===== src/nothing_more.sv =====
`timescale 1ns/10ps
`default_nettype none
`default_nettype wire


===== src/i2cf_pkg.sv =====
`default_nettype none
package i2cf_pkg;
  // ---------------------------------------------------------------
  // register map (byte addresses)
  // ---------------------------------------------------------------
  localparam logic [7:0] OFF_CTRL = 8'h00;
  localparam logic [7:0] OFF_STAT = 8'h04;
  localparam logic [7:0] OFF_OWN = 8'h08;
  localparam logic [7:0] OFF_ISTAT = 8'h0C;
  localparam logic [7:0] OFF_IMASK = 8'h10;
  // ---------------------------------------------------------------
  // field positions
  // ---------------------------------------------------------------
  localparam int CTRL_EN = 7;
  localparam int CTRL_EXIT = 6;
  localparam int CTRL_WREL = 5;
  localparam int STAT_MATCH = 4;
  localparam int STAT_TRC = 3;
  localparam int IRQ_W = 3;
  localparam int EV_MATCH = 0;
  localparam int EV_START = 1;
  localparam int EV_STOP = 2;
  // ---------------------------------------------------------------
  // serial clock counts and reset values
  // ---------------------------------------------------------------
  localparam logic [3:0] CNT_ZERO = 4'h0;
  localparam logic [3:0] CNT_ONE = 4'h1;
  localparam logic [3:0] CNT_SEVENTH = 4'h7;
  localparam logic [3:0] CNT_NINTH = 4'h9;
  localparam logic [7:0] STATUS_RESET = 8'h00;
  localparam logic [7:0] OWN_RESET = 8'h00;
endpackage
`default_nettype wire


===== src/i2cf_flags.sv =====
// Overview of operation
// - set address match at eighth serial clock rise when address equals own address
// - clear match on start, stop, exit write, enable falling, reset
// - direction flag zero: data line released, not driven
// - direction flag one: drive output latch, slave from first byte ninth fall
// - clear direction on stop, exit, enable falling, reset, arbitration lost rising
// - master: set direction on start generated or sent 0, clear on sent 1
// - slave: clear direction on start or received 0, set on received 1
// - wait release at ninth clock while transmitting clears direction, releases line
// - exit command is control bit 6, operation enable is control bit 7
// - bus status register resets to all zeros
//
// Decided for this implementation: the APB interface to the registers and the address map.
`timescale 1ns/10ps
`default_nettype none
module i2cf_flags
  import i2cf_pkg::*;
(
  // clock and reset
  input wire logic pclk,
  input wire logic presetn,
  // apb slave
  input wire logic psel,
  input wire logic penable,
  input wire logic pwrite,
  input wire logic [7:0] paddr,
  input wire logic [31:0] pwdata,
  output logic [31:0] prdata,
  output logic pready,
  output logic pslverr,
  // neighbouring controller logic
  input wire logic master_mode,
  input wire logic start_generated,
  input wire logic arbitration_lost_flag,
  input wire logic shift_output_latch,
  // i2c pins
  input wire logic scl_in,
  input wire logic serial_data_pin_in,
  output logic serial_data_pin_out,
  output logic serial_data_pin_oe,
  // interrupt
  output logic irq
);
  import i2cf_pkg::*;

  // ---------------------------------------------------------------
  // state
  // ---------------------------------------------------------------
  typedef struct packed {
    logic scl_s1;
    logic scl_s2;
    logic scl_p;
    logic sda_s1;
    logic sda_s2;
    logic sda_p;
    logic [3:0] bit_cnt;
    logic first_byte;
    logic [7:0] shift;
    logic match;
    logic trc;
    logic slave_drive;
    logic enable;
    logic enable_p;
    logic arb_p;
    logic [7:0] own_addr;
    logic [IRQ_W-1:0] istat;
    logic [IRQ_W-1:0] imask;
    logic irq;
    logic pready;
    logic pslverr;
    logic [31:0] prdata;
    logic sda_out;
    logic sda_oe;
  } i2cf_state_type;

  i2cf_state_type st_q;
  i2cf_state_type st_d;

  logic start_det;
  logic stop_det;
  logic scl_rise;
  logic scl_fall;
  logic acc;
  logic wr_ctrl;
  logic exit_cmd;
  logic wrel_cmd;
  logic enable_fall;
  logic arb_rise;
  logic byte_done;
  logic dir_bit;
  logic addr_hit;
  logic [7:0] rx_byte;

  // ---------------------------------------------------------------
  // bus conditions, seen only after the second sync flop
  // ---------------------------------------------------------------
  assign start_det = st_q.scl_s2 & st_q.scl_p & st_q.sda_p & ~st_q.sda_s2;
  assign stop_det = st_q.scl_s2 & st_q.scl_p & ~st_q.sda_p & st_q.sda_s2;
  assign scl_rise = st_q.scl_s2 & ~st_q.scl_p;
  assign scl_fall = ~st_q.scl_s2 & st_q.scl_p;
  assign acc = psel & penable & ~st_q.pready;
  assign wr_ctrl = acc & pwrite & (paddr == OFF_CTRL);
  assign exit_cmd = wr_ctrl & pwdata[CTRL_EXIT];
  assign wrel_cmd = wr_ctrl & pwdata[CTRL_WREL];
  assign enable_fall = st_q.enable_p & ~st_q.enable;
  assign arb_rise = arbitration_lost_flag & ~st_q.arb_p;
  // eighth rise of the first byte: count goes from seven to eight
  assign byte_done = scl_rise & st_q.first_byte & (st_q.bit_cnt == CNT_SEVENTH);
  assign rx_byte = {st_q.shift[6:0], st_q.sda_s2};
  assign dir_bit = st_q.sda_s2;
  assign addr_hit = rx_byte[7:1] == st_q.own_addr[7:1];

  always_comb
  begin
    st_d = st_q;
    st_d.scl_s1 = scl_in;
    st_d.scl_s2 = st_q.scl_s1;
    st_d.scl_p = st_q.scl_s2;
    st_d.sda_s1 = serial_data_pin_in;
    st_d.sda_s2 = st_q.sda_s1;
    st_d.sda_p = st_q.sda_s2;
    st_d.enable_p = st_q.enable;
    st_d.arb_p = arbitration_lost_flag;

    // -------------------------------------------------------------
    // serial clock counting
    // -------------------------------------------------------------
    if (start_det)
    begin
      st_d.bit_cnt = CNT_ZERO;
      st_d.first_byte = 1'b1;
      st_d.slave_drive = 1'b0;
    end
    else if (scl_rise && st_q.bit_cnt < CNT_NINTH)
    begin
      st_d.bit_cnt = st_q.bit_cnt + CNT_ONE;
      st_d.shift = rx_byte;
    end
    else if (scl_fall && st_q.bit_cnt == CNT_NINTH)
    begin
      st_d.bit_cnt = CNT_ZERO;
      st_d.first_byte = 1'b0;
      // slave output starts at the ninth fall of the first byte
      if (st_q.first_byte)
        st_d.slave_drive = 1'b1;
    end
    if (stop_det)
      st_d.slave_drive = 1'b0;

    // -------------------------------------------------------------
    // address match flag
    // -------------------------------------------------------------
    if (start_det || stop_det || exit_cmd || enable_fall)
      st_d.match = 1'b0;
    else if (byte_done && addr_hit && st_q.enable)
      st_d.match = 1'b1;

    // -------------------------------------------------------------
    // direction flag; common clears override role events
    // -------------------------------------------------------------
    if (master_mode)
    begin
      if (start_generated && st_q.enable)
        st_d.trc = 1'b1;
      else if (byte_done)
        st_d.trc = ~dir_bit & st_q.enable;
    end
    else
    begin
      if (start_det)
        st_d.trc = 1'b0;
      else if (byte_done)
        st_d.trc = dir_bit & st_q.enable;
    end
    if (wrel_cmd && st_q.trc && st_q.bit_cnt == CNT_NINTH)
      st_d.trc = 1'b0;
    if (stop_det || exit_cmd || enable_fall || arb_rise)
      st_d.trc = 1'b0;

    // registered pin drive; receive status keeps the line released
    st_d.sda_out = shift_output_latch;
    st_d.sda_oe = st_d.trc & (master_mode | st_d.slave_drive);

    // -------------------------------------------------------------
    // apb: one wait state, answer in second access cycle
    // -------------------------------------------------------------
    st_d.pready = acc;
    st_d.pslverr = 1'b0;
    if (acc)
    begin
      st_d.prdata = '0;
      if (paddr == OFF_CTRL)
      begin
        // command bits are pulses and read back as zero
        st_d.prdata[CTRL_EN] = st_q.enable;
        if (pwrite)
          st_d.enable = pwdata[CTRL_EN];
      end
      else if (paddr == OFF_STAT)
      begin
        st_d.prdata[STAT_MATCH] = st_q.match;
        st_d.prdata[STAT_TRC] = st_q.trc;
      end
      else if (paddr == OFF_OWN)
      begin
        st_d.prdata[7:0] = st_q.own_addr;
        if (pwrite)
          st_d.own_addr = pwdata[7:0];
      end
      else if (paddr == OFF_ISTAT)
      begin
        st_d.prdata[IRQ_W-1:0] = st_q.istat;
        if (pwrite)
          st_d.istat = st_q.istat & ~pwdata[IRQ_W-1:0];
      end
      else if (paddr == OFF_IMASK)
      begin
        st_d.prdata[IRQ_W-1:0] = st_q.imask;
        if (pwrite)
          st_d.imask = pwdata[IRQ_W-1:0];
      end
      else
        st_d.pslverr = 1'b1;
    end

    // -------------------------------------------------------------
    // sticky events; a set in the clearing cycle is kept
    // -------------------------------------------------------------
    if (st_d.match && !st_q.match)
      st_d.istat[EV_MATCH] = 1'b1;
    if (start_det)
      st_d.istat[EV_START] = 1'b1;
    if (stop_det)
      st_d.istat[EV_STOP] = 1'b1;
    st_d.irq = |(st_d.istat & st_d.imask);
  end

  always_ff @(posedge pclk or negedge presetn)
  begin
    if (!presetn)
    begin
      st_q <= '0;
      st_q.own_addr <= OWN_RESET;
      // lines idle high; a zero here would fake an scl rise after reset
      st_q.scl_s1 <= 1'b1;
      st_q.scl_s2 <= 1'b1;
      st_q.scl_p <= 1'b1;
      st_q.sda_s1 <= 1'b1;
      st_q.sda_s2 <= 1'b1;
      st_q.sda_p <= 1'b1;
    end
    else
      st_q <= st_d;
  end

  assign prdata = st_q.prdata;
  assign pready = st_q.pready;
  assign pslverr = st_q.pslverr;
  assign serial_data_pin_out = st_q.sda_out;
  assign serial_data_pin_oe = st_q.sda_oe;
  assign irq = st_q.irq;
endmodule
`default_nettype wire


===== config.mk =====
export PLATFORM = sky130hd
export DESIGN_NAME = i2cf_flags
export DESIGN_NICKNAME = d
export VERILOG_FILES = /design/src/nothing_more.sv /design/src/i2cf_pkg.sv /design/src/i2cf_flags.sv
export SDC_FILE = /design/constraint.sdc
export NUM_CORES = 1
export LEC_CHECK = 0
export BUFFER_PORTS_ARGS = -buffer_cell sky130_fd_sc_hd__buf_2
export CAP_MARGIN = 20
export CORE_MARGIN = 8
export CORE_UTILIZATION = 50
export DETAILED_ROUTE_END_ITERATION = 10
export GPL_ROUTABILITY_DRIVEN = 0
export PLACE_DENSITY = 0.8
export SETUP_SLACK_MARGIN = 0.15
export SLEW_MARGIN = 40
export SYNTH_ARGS = -nofsm -noshare
export SYNTH_HDL_FRONTEND = slang
export SYNTH_SLANG_ARGS = --single-unit

===== constraint.sdc =====
create_clock -name pclk -period 3.2 [get_ports pclk]
set_input_delay 0.48 -clock pclk [delete_from_list [all_inputs] [get_ports pclk]]
set_output_delay 0.48 -clock pclk [all_outputs]
set_load 0.02 [all_outputs]

==> results of run 1 <==
[cell type report]
type                            instances  area, sq um
Clock buffer                            6        82.58
Inverter                               10        37.54
Fill cell                             456         2221
Tap cell                               70        87.58
Timing Repair Buffer                   41        212.7
Clock inverter                          2        35.03
Multi-Input combinational cell        157         1050
Sequential cell                        51         1284
[stage by stage]
| step | instances | area, sq um | setup WS [ns] | power (mW) | util, % |
|---|---|---|---|---|---|
| 5_1_grt | 337 | 2789 | 0.9506 | 1.630 | 55.67 |
| 3_5_place_dp | 329 | 2671 | 0.7875 | 1.107 | 53.32 |
| 4_1_cts | 337 | 2789 | 1.090 | 1.560 | 55.67 |
| 6_report | 337 | 2789 | 1.049 | 1.547 | 55.67 |
| 3_3_place_gp | 329 | 2669 | 0.8058 | 1.087 | 53.27 |
| 2_1_floorplan | 254 | 2628 | 1.230 | 1.037 | - |
[power groups by stage]
stage	clock network [mW]	logic, mW	registers (mW)
finish	0.454	0.281	0.811
floorplan	0	0.231	0.806
detailed placement	0	0.282	0.825
global placement	0	0.273	0.815
CTS	0.465	0.284	0.811
global route	0.492	0.314	0.823
[flip-flops by register name, indices dropped and copies added (netlist names)]
name                 count
irq                      1
dir_bit                  1
prdata                   8
serial_data_pin_oe       1
pready                   1
serial_data_pin_out      1
rx_byte                  7
st_d                     4
st_q                    26
pslverr                  1
[Yosys cell counts, drive strengths merged (3+ instances only)]
library cell,number,area [sq um]
dfrtp,45,1126
buf,33,245.2
nand2,25,93.84
mux2,19,214.0
inv,10,37.54
a21oi,9,45.04
o31ai,8,60.06
nor2,7,26.28
nor3,7,40.04
xnor2,7,61.31
dfstp,6,157.7
nand2b,5,38.78
o21ai,4,20.02
clkbuf,3,11.26
ha,3,37.54
[layer usage]
| metal | share of wire (%) | up-vias |
|---|---|---|
| met2 | 46 | 62 |
| met4 | 1.1 | 0 |
| met5 | 0 | - |
| met1 | 43 | 821 |
| met3 | 9.8 | 7 |
| li1 | - | 822 |
[path summary, 6_finish.rpt]
check | from | end | slack, ns
max | paddr[7] | irq | 1.05
min | presetn | st_q[66] | 0.18
max reg2reg | st_q[66] | irq | 1.10
min reg2reg | st_d[71] | dir_bit | 0.36
max in group asynchronous | presetn | rx_byte[4] | 2.60
min in group pclk | scl_in | st_d[74] | 0.27
[cell families after synthesis]
group	after synthesis	share of synthesized area (%)
XOR/XNOR	8	2.757
adder cells (fa/ha/maj)	3	1.477
AND/OR/NAND/NOR	64	13.84
buffers and inverters	46	11.57
AO/OA/AOI/OAI	39	11.28
other	1	0.1476
flip-flops	51	50.52
multiplexers	19	8.420
[worst max-delay path, delay by kind of cell]
kind | cells | cell delay, ns
AO/OA/AOI/OAI | 3 | 0.88
AND/OR/NAND/NOR | 2 | 0.86
buffers and inverters | 1 | 0.12
==> out/results.tsv, run 1 <==
metric	value	unit
clk_path_buf_depth	2	
ctsResizeCount	0	
synth.distinct_cells	48	
arrival	2.34	ns
num_antenna_cells	0	
drtIter0Drc	91	
hold_buffers	0	
dpl.hpwl	3.925	mm
slowest_delay	0.44	ns
async_reset_ff_share	100.0	%
pwr-share-seq	52.4	%
slew_violations	0	
clk_latency	0.30	ns
std_cell_rows	26	
drv_cap	0	
grt_busiest_layer	met2	
final_layout_size_suffix_gt1_share	31.46	%
cts_setup_buffers	0	
cpMaxStageDelayCell	nand3_1	
antenna_found_initial	0	
clkSinkCount	51	
grt.overflow.total	0	
tritoncts	yes	
final_cell_mix	45 x dfrtp_1, 38 x buf_2, 25 x nand2_1	
grt_max_degree	52	
pwr-share-clk	29.4	%
start_util	50.72	%
yosysSeqAreaShare	50.52	%
synth_edf_count	0	
use_met3	4.245	%
avgSynthCellArea	11.00	sq um
setup_tns	0	ns
cts-root-buf	clkbuf_8	
skew	0.002745	ns
setup_viol	0	
p_sw	0.4237	mW
crit_path_max_fanout	12	
drt-total-wl	4.956	mm
cts.clk_slew.worst_paths	0.08	ns
critPathRequiredTime	3.39	ns
synth.cell_area	2541	sq um
p_int	1.123	mW
ys_seq_elements	51	
min_path_type	in2async	
cts_buffers	5	
yosys_warnings	0	
drc	0	
cts-htree-levels	2	
yosys_most_used_dff	dfrtp_1	
synth_cells	231	
first_pass_iters	4	
p_per_area	554.6	nW/um^2
cp-start-kind	input port	
final_nets	320	
tightest_slew	0.6165	ns
rr_worst_depth	6	
crit_chain	buf_2 > nor4_2 > nand3_1 > o31ai_1 > o21ai_0 > a221o_1	
crit_type	in2reg	
io_buffers	39	
ant_nets	0	
timing.hold.ws	0.1772	ns
layout_commonest_cell	dfrtp_1	
fp.dieW	87.29	microns
rsz0062_at_grt	no	
areaGrowthSynthToFinish	9.749	%
status	finished clean	
p_comb_share	18.2	%
p_leak	1.381	nW
p_sw_share	27.39	%
wl_per_cell	14.71	microns
max_freq	0.4648	GHz
coreArea	5010	sq um
endpoint_kind	flop	
ios	88	
finalCritPeriodShare	67.23	%
final_hold_viol_count	0	
gr-usage-all-layers	13.75	%
die-area	7620	sq um
met2_usage	23.21	%
relSlewSlack	58.90	%
drt-vias-per-instance	5.080	
grt_util_met1	16.27	%
grt_pass1_vias	1693	
grt_pass1_wl	8.197	mm
period_needed	2.151	ns
via_count	1712	
fp.dieH	87.29	microns
ir_drop	0.3295	mV
No activity file was read; power rests on OpenSTA's default activity.
==> run 2: changes to the inputs <==
==> constraint.sdc (replaced) <==
create_clock -name pclk -period 1.99 [get_ports pclk]
set_input_delay 0.2985 -clock pclk [delete_from_list [all_inputs] [get_ports pclk]]
set_output_delay 0.2985 -clock pclk [all_outputs]
set_load 0.02 [all_outputs]
==> run 2 against run 1 <==
Effect of this change: setup slack got worse by 0.98 ns; cell count up 4.5%; count of clock-buffer cells in the layout unchanged; largest cell class unchanged; routed wire length up 3.4%; highest routed layer unchanged; clock skew up 0.0087 ns; critical path type is now reg2reg; flip-flop and latch count unchanged; core utilization up 1.9 points.
==> out/results.tsv, run 2 (synthesis results as in run 1) <==
metric	value	unit	change
num_antenna_cells	0		unchanged
layout.cells.non_filler	352		was 337
skew	0.01143	ns	was 0.002745 ns
clk_latency	0.30	ns	about the same
cts_buffers	5		unchanged
setup_tns	0	ns	unchanged
crit_path_max_fanout	3		was 12
fp.dieH	87.29	microns	unchanged
setup_viol	0		unchanged
p_per_area	821.9	nW/um^2	was 554.6 nW/um^2
layout_commonest_cell	dfrtp_1		unchanged
via_count	1795		was 1712
fp.dieW	87.29	microns	unchanged
final_layout_size_suffix_gt1_share	35.82	%	was 31.46%
pwr-share-seq	54.4	%	was 52.4%
ios	88		unchanged
power	2.372	mW	was 1.547 mW
grt_pass1_vias	1811		was 1693
final_hold_viol_count	0		unchanged
clkSinkCount	51		unchanged
cts.clk_slew.worst_paths	0.09	ns	was 0.08 ns
tightest_slew	0.6292	ns	was 0.6165 ns
final_cell_mix	45 x dfrtp_1, 39 x buf_2, 25 x nand2_1		was 45 x dfrtp_1, 38 x buf_2, 25 x nand2_1
pwr-share-clk	23.8	%	was 29.4%
tritoncts	yes		unchanged
largest_register_ffs	26		unchanged
ff_latch_area	1284	sq um	unchanged
drtIter0Drc	86		was 91
max_freq	0.5196	GHz	
num-fill-cells	456		unchanged
multi_input_area	1070	sq um	was 1050 sq um
relSlewSlack	58.05	%	was 58.90%
final_nets	335		was 320
utilization	57.62	%	was 55.67%
areaGrowthSynthToFinish	13.59	%	was 9.749%
drc	0		unchanged
p_leak	1.434	nW	was 1.381 nW
p_int	1.690	mW	was 1.123 mW
finalCritPeriodShare	96.72	%	
slew_violations	0		unchanged
first_pass_iters	4		unchanged
wl_per_cell	14.55	microns	was 14.71 microns
ant_nets	0		unchanged
timing.hold.ws	0.09279	ns	was 0.1772 ns
period_needed	1.925	ns	
place_area	2759	sq um	was 2671 sq um
status	finished clean		unchanged
endpoint_kind	flop		unchanged
p_sw	0.6829	mW	was 0.4237 mW
std_cell_rows	26		unchanged
cp-start-kind	flop		was input port
grt.overflow.total	0		unchanged
hold_buffers	0		unchanged
min_path_type	in2async		unchanged
largest_register	st_q		unchanged
dp_slack	0.02023	ns	was 0.7875 ns
postLayoutCellArea	2887	sq um	was 2789 sq um
clk_path_buf_depth	2		unchanged
arrival	2.16	ns	was 2.34 ns
io_buffers	39		unchanged
rsz0062_at_grt	yes		was no
critPathRequiredTime	2.22	ns	was 3.39 ns
p_comb_share	21.8	%	was 18.2%
cts-root-buf	clkbuf_8		unchanged
antenna_found_initial	0		unchanged
dpl.hpwl	3.982	mm	was 3.925 mm
drt-vias-per-instance	5.099		was 5.080
coreArea	5010	sq um	unchanged
crit_type	reg2reg		was in2reg
drt-total-wl	5.123	mm	was 4.956 mm
grt_pass1_wl	8.307	mm	was 8.197 mm
start_util	50.72	%	unchanged
setup_ws	0.06526	ns	was 1.049 ns
drv_cap	0		unchanged
p_sw_share	28.79	%	was 27.39%
dpl.cell_count	341		was 329
cts-htree-levels	2		unchanged
ir_drop	0.5633	mV	was 0.3295 mV
gr-usage-all-layers	13.77	%	was 13.75%
die-area	7620	sq um	unchanged
grt_max_degree	52		unchanged
run 2: worst paths after layout:
check	slack, ns	start	cells after the start	end
min in group pclk	0.10	serial_data_pin_in	1	st_d[71]
worst min-delay path	0.09	presetn	2	st_q[67]
worst min register to register	0.36	st_d[74]	0	st_d[73]
worst max-delay path	0.07	st_q[67]	7	serial_data_pin_oe
max in group asynchronous	1.47	presetn	2	st_q[51]
worst max register to register	0.07	st_q[67]	7	serial_data_pin_oe
run 2: per-layer routing:
layer  part of all wire [%]  vias to the layer above  wire length (microns)  track usage, %
li1                       -                      852                      -               -
met1                     42                      862                   2176           16.03
met2                     46                       73                   2355           22.87
met3                     10                        8                    522           5.094
met4                    1.3                        0                     69           4.219
met5                      0                        -                      0               0
run 2: cell type report:
class	count	share of cell area, %
Tap cell	70	3.034
Clock buffer	6	2.514
Inverter	10	1.300
Multi-Input combinational cell	157	37.06
Clock inverter	2	0.4335
Sequential cell	51	44.47
Timing Repair Buffer	56	11.18
run 2: power groups by stage:
stage / sequential (mW) / clock, mW / combinational (mW)
detailed placement: 1.31 / 0 / 0.486
global placement: 1.30 / 0 / 0.468
CTS: 1.29 / 0.586 / 0.502
global route: 1.31 / 0.620 / 0.569
floorplan: 1.30 / 0 / 0.372
finish: 1.29 / 0.565 / 0.517
run 2: worst max-delay path: stages (launching register included):
cell and delay (ns):
dfrtp_1 0.36, ha_2 0.18, nand2_1 0.05, or4b_4 0.53
buf_4 0.17, o21ba_2 0.20, o221ai_2 0.19, o211a_1 0.18
run 2: repair_timing:
action	CTS	global route
endpoints found under the hold margin	0	0
endpoints found under the setup margin	3	5
setup buffers	1	2
gates resized for setup	0	4
pin swaps	1	0
==> run 3: changes to the inputs <==
--- a/config.mk
+++ b/config.mk
@@ -9,8 +9,10 @@
 export CAP_MARGIN = 20
 export CORE_MARGIN = 8
 export CORE_UTILIZATION = 50
+export CTS_BUF_LIST = sky130_fd_sc_hd__clkbuf_8 sky130_fd_sc_hd__clkbuf_16
 export DETAILED_ROUTE_END_ITERATION = 10
 export GPL_ROUTABILITY_DRIVEN = 0
+export HOLD_SLACK_MARGIN = 0.15
 export PLACE_DENSITY = 0.8
 export SETUP_SLACK_MARGIN = 0.15
 export SLEW_MARGIN = 40
==> run 3 against run 2 <==
Effect of this change: cell count rose by 1.4%; clock skew barely moved; sequential share of layout area decreased by 0.76 points; critical endpoint unchanged; highest routed layer unchanged; critical path type unchanged.
==> out/results.tsv, run 3 (synthesis results as in run 1) <==
metric	value	unit	change
std_cell_rows	26		unchanged
tightest_slew	0.6299	ns	was 0.6292 ns
drv_cap	0		unchanged
p_leak	1.459	nW	was 1.434 nW
layout_commonest_cell	dfrtp_1		unchanged
layout.cells.non_filler	357		was 352
drt-vias-per-instance	5.087		was 5.099
largest_register_ffs	26		unchanged
num-fill-cells	449		was 456
cts_buffers	5		unchanged
max_freq	0.5193	GHz	was 0.5196 GHz
rsz0062_at_grt	yes		unchanged
postLayoutCellArea	2937	sq um	was 2887 sq um
drc	0		unchanged
setup_tns	0	ns	unchanged
via_count	1816		was 1795
io_buffers	39		unchanged
fp.dieW	87.29	microns	unchanged
arrival	2.16	ns	about the same
p_per_area	809.1	nW/um^2	was 821.9 nW/um^2
finalCritPeriodShare	96.78	%	was 96.72%
grt_max_degree	52		unchanged
ant_nets	0		unchanged
largest_register	st_q		unchanged
cp-start-kind	flop		unchanged
cts-htree-levels	2		unchanged
relSlewSlack	58.01	%	was 58.05%
cts.clk_slew.worst_paths	0.09	ns	about the same
clk_latency	0.30	ns	about the same
cpMaxStageDelayCell	or4b_4		unchanged
setup_ws	0.06417	ns	was 0.06526 ns
cts-root-buf	clkbuf_8		unchanged
drtIter0Drc	75		was 86
final_layout_size_suffix_gt1_share	35.19	%	was 35.82%
status	finished clean		unchanged
final_nets	340		was 335
endpoint_kind	flop		unchanged
grt_pass1_vias	1827		was 1811
clkSinkCount	51		unchanged
place_area	2759	sq um	unchanged
final_cell_mix	45 x dfrtp_1, 39 x buf_2, 25 x nand2_1		unchanged
crit_chain	ha_2 > nand2_1 > or4b_4 > buf_4 > o21ba_2 > o221ai_2 > o211a_1		unchanged
die-area	7620	sq um	unchanged
coreArea	5010	sq um	unchanged
dpl.cell_count	341		unchanged
ios	88		unchanged
first_pass_iters	4		unchanged
start_util	50.72	%	unchanged
clk_path_buf_depth	2		unchanged
skew	0.01120	ns	was 0.01143 ns
areaGrowthSynthToFinish	15.56	%	was 13.59%
crit_type	reg2reg		unchanged
critPathRequiredTime	2.22	ns	about the same
num_antenna_cells	0		unchanged
drt-total-wl	5.181	mm	was 5.123 mm
tritoncts	yes		unchanged
crit_path_max_fanout	3		unchanged
utilization	58.62	%	was 57.62%
ir_drop	0.5633	mV	about the same
antenna_found_initial	0		unchanged
grt_pass1_wl	8.376	mm	was 8.307 mm
final_hold_viol_count	0		unchanged
setup_viol	0		unchanged
gr-usage-all-layers	13.87	%	was 13.77%
slew_violations	0		unchanged
slowest_delay	0.53	ns	about the same
min_path_type	in2reg		was in2async
dp_slack	0.02023	ns	unchanged
grt.overflow.total	0		unchanged
dpl.hpwl	3.982	mm	unchanged
wl_per_cell	14.51	microns	was 14.55 microns
fp.dieH	87.29	microns	unchanged
period_needed	1.926	ns	was 1.925 ns
==> run 3: path summary, 6_finish.rpt <==
kind | startpoint | endpoint | slack [ns] | cells past startpoint
worst min register to register | st_d[74] | st_d[73] | 0.36 | 0
worst max-delay path | st_q[67] | serial_data_pin_oe | 0.06 | 7
min in group asynchronous | presetn | st_q[67] | 0.63 | 3
worst max register to register | st_q[67] | serial_data_pin_oe | 0.06 | 7
max in group asynchronous | presetn | st_q[51] | 0.93 | 3
worst min-delay path | pwdata[4] | st_q[47] | 0.23 | 2
==> run 3: critical path, delay by kind of cell, from the launching register on <==
kind            cells  cell delay (ns)
simple gates        2             0.58
compound gates      3             0.57
flops               1             0.36
fa+ha+maj           1             0.18
buf+inv             1             0.17
==> run 3: layout make-up <==
class,count,area (sq um),share of cell area (%)
repair buffers,61,372.9,12.70
flip-flops and latches,51,1284,43.72
inverters,10,37.54,1.278
multi-input cells,157,1070,36.43
well taps,70,87.58,2.983
clock buffers,5,68.82,2.343
clock inverters,3,16.27,0.5539
==> run 3: metrics by stage <==
step | hold WS [ns] | power, mW
floorplan | 0.002909 | 1.668
global placement | 0.3457 | 1.772
detailed placement | 0.3488 | 1.800
CTS | 0.2201 | 2.382
global route | 0.2298 | 2.500
finish | 0.2284 | 2.376
==> run 3: repair_timing <==
item | CTS | global route
setup endpoints to repair | 3 | 5
pin swaps | 1 | 0
setup buffers | 1 | 2
hold buffers | 5 | 0
hold endpoints to repair | 49 | 0
resized for setup | 0 | 4
==> run 3: where the power goes <==
part	internal [mW]	total (mW)	switching, mW
clock network	0.241	0.561	0.320
logic	0.271	0.524	0.253
registers	1.18	1.29	0.112
==> run 3: routing by layer <==
metal | share of wire, % | GRT usage (%) | vias up
li1 | - | - | 862
met1 | 42 | 15.92 | 875
met2 | 46 | 23.21 | 71
met3 | 10 | 5.283 | 8
met4 | 1.3 | 4.219 | 0
met5 | 0 | 0 | -
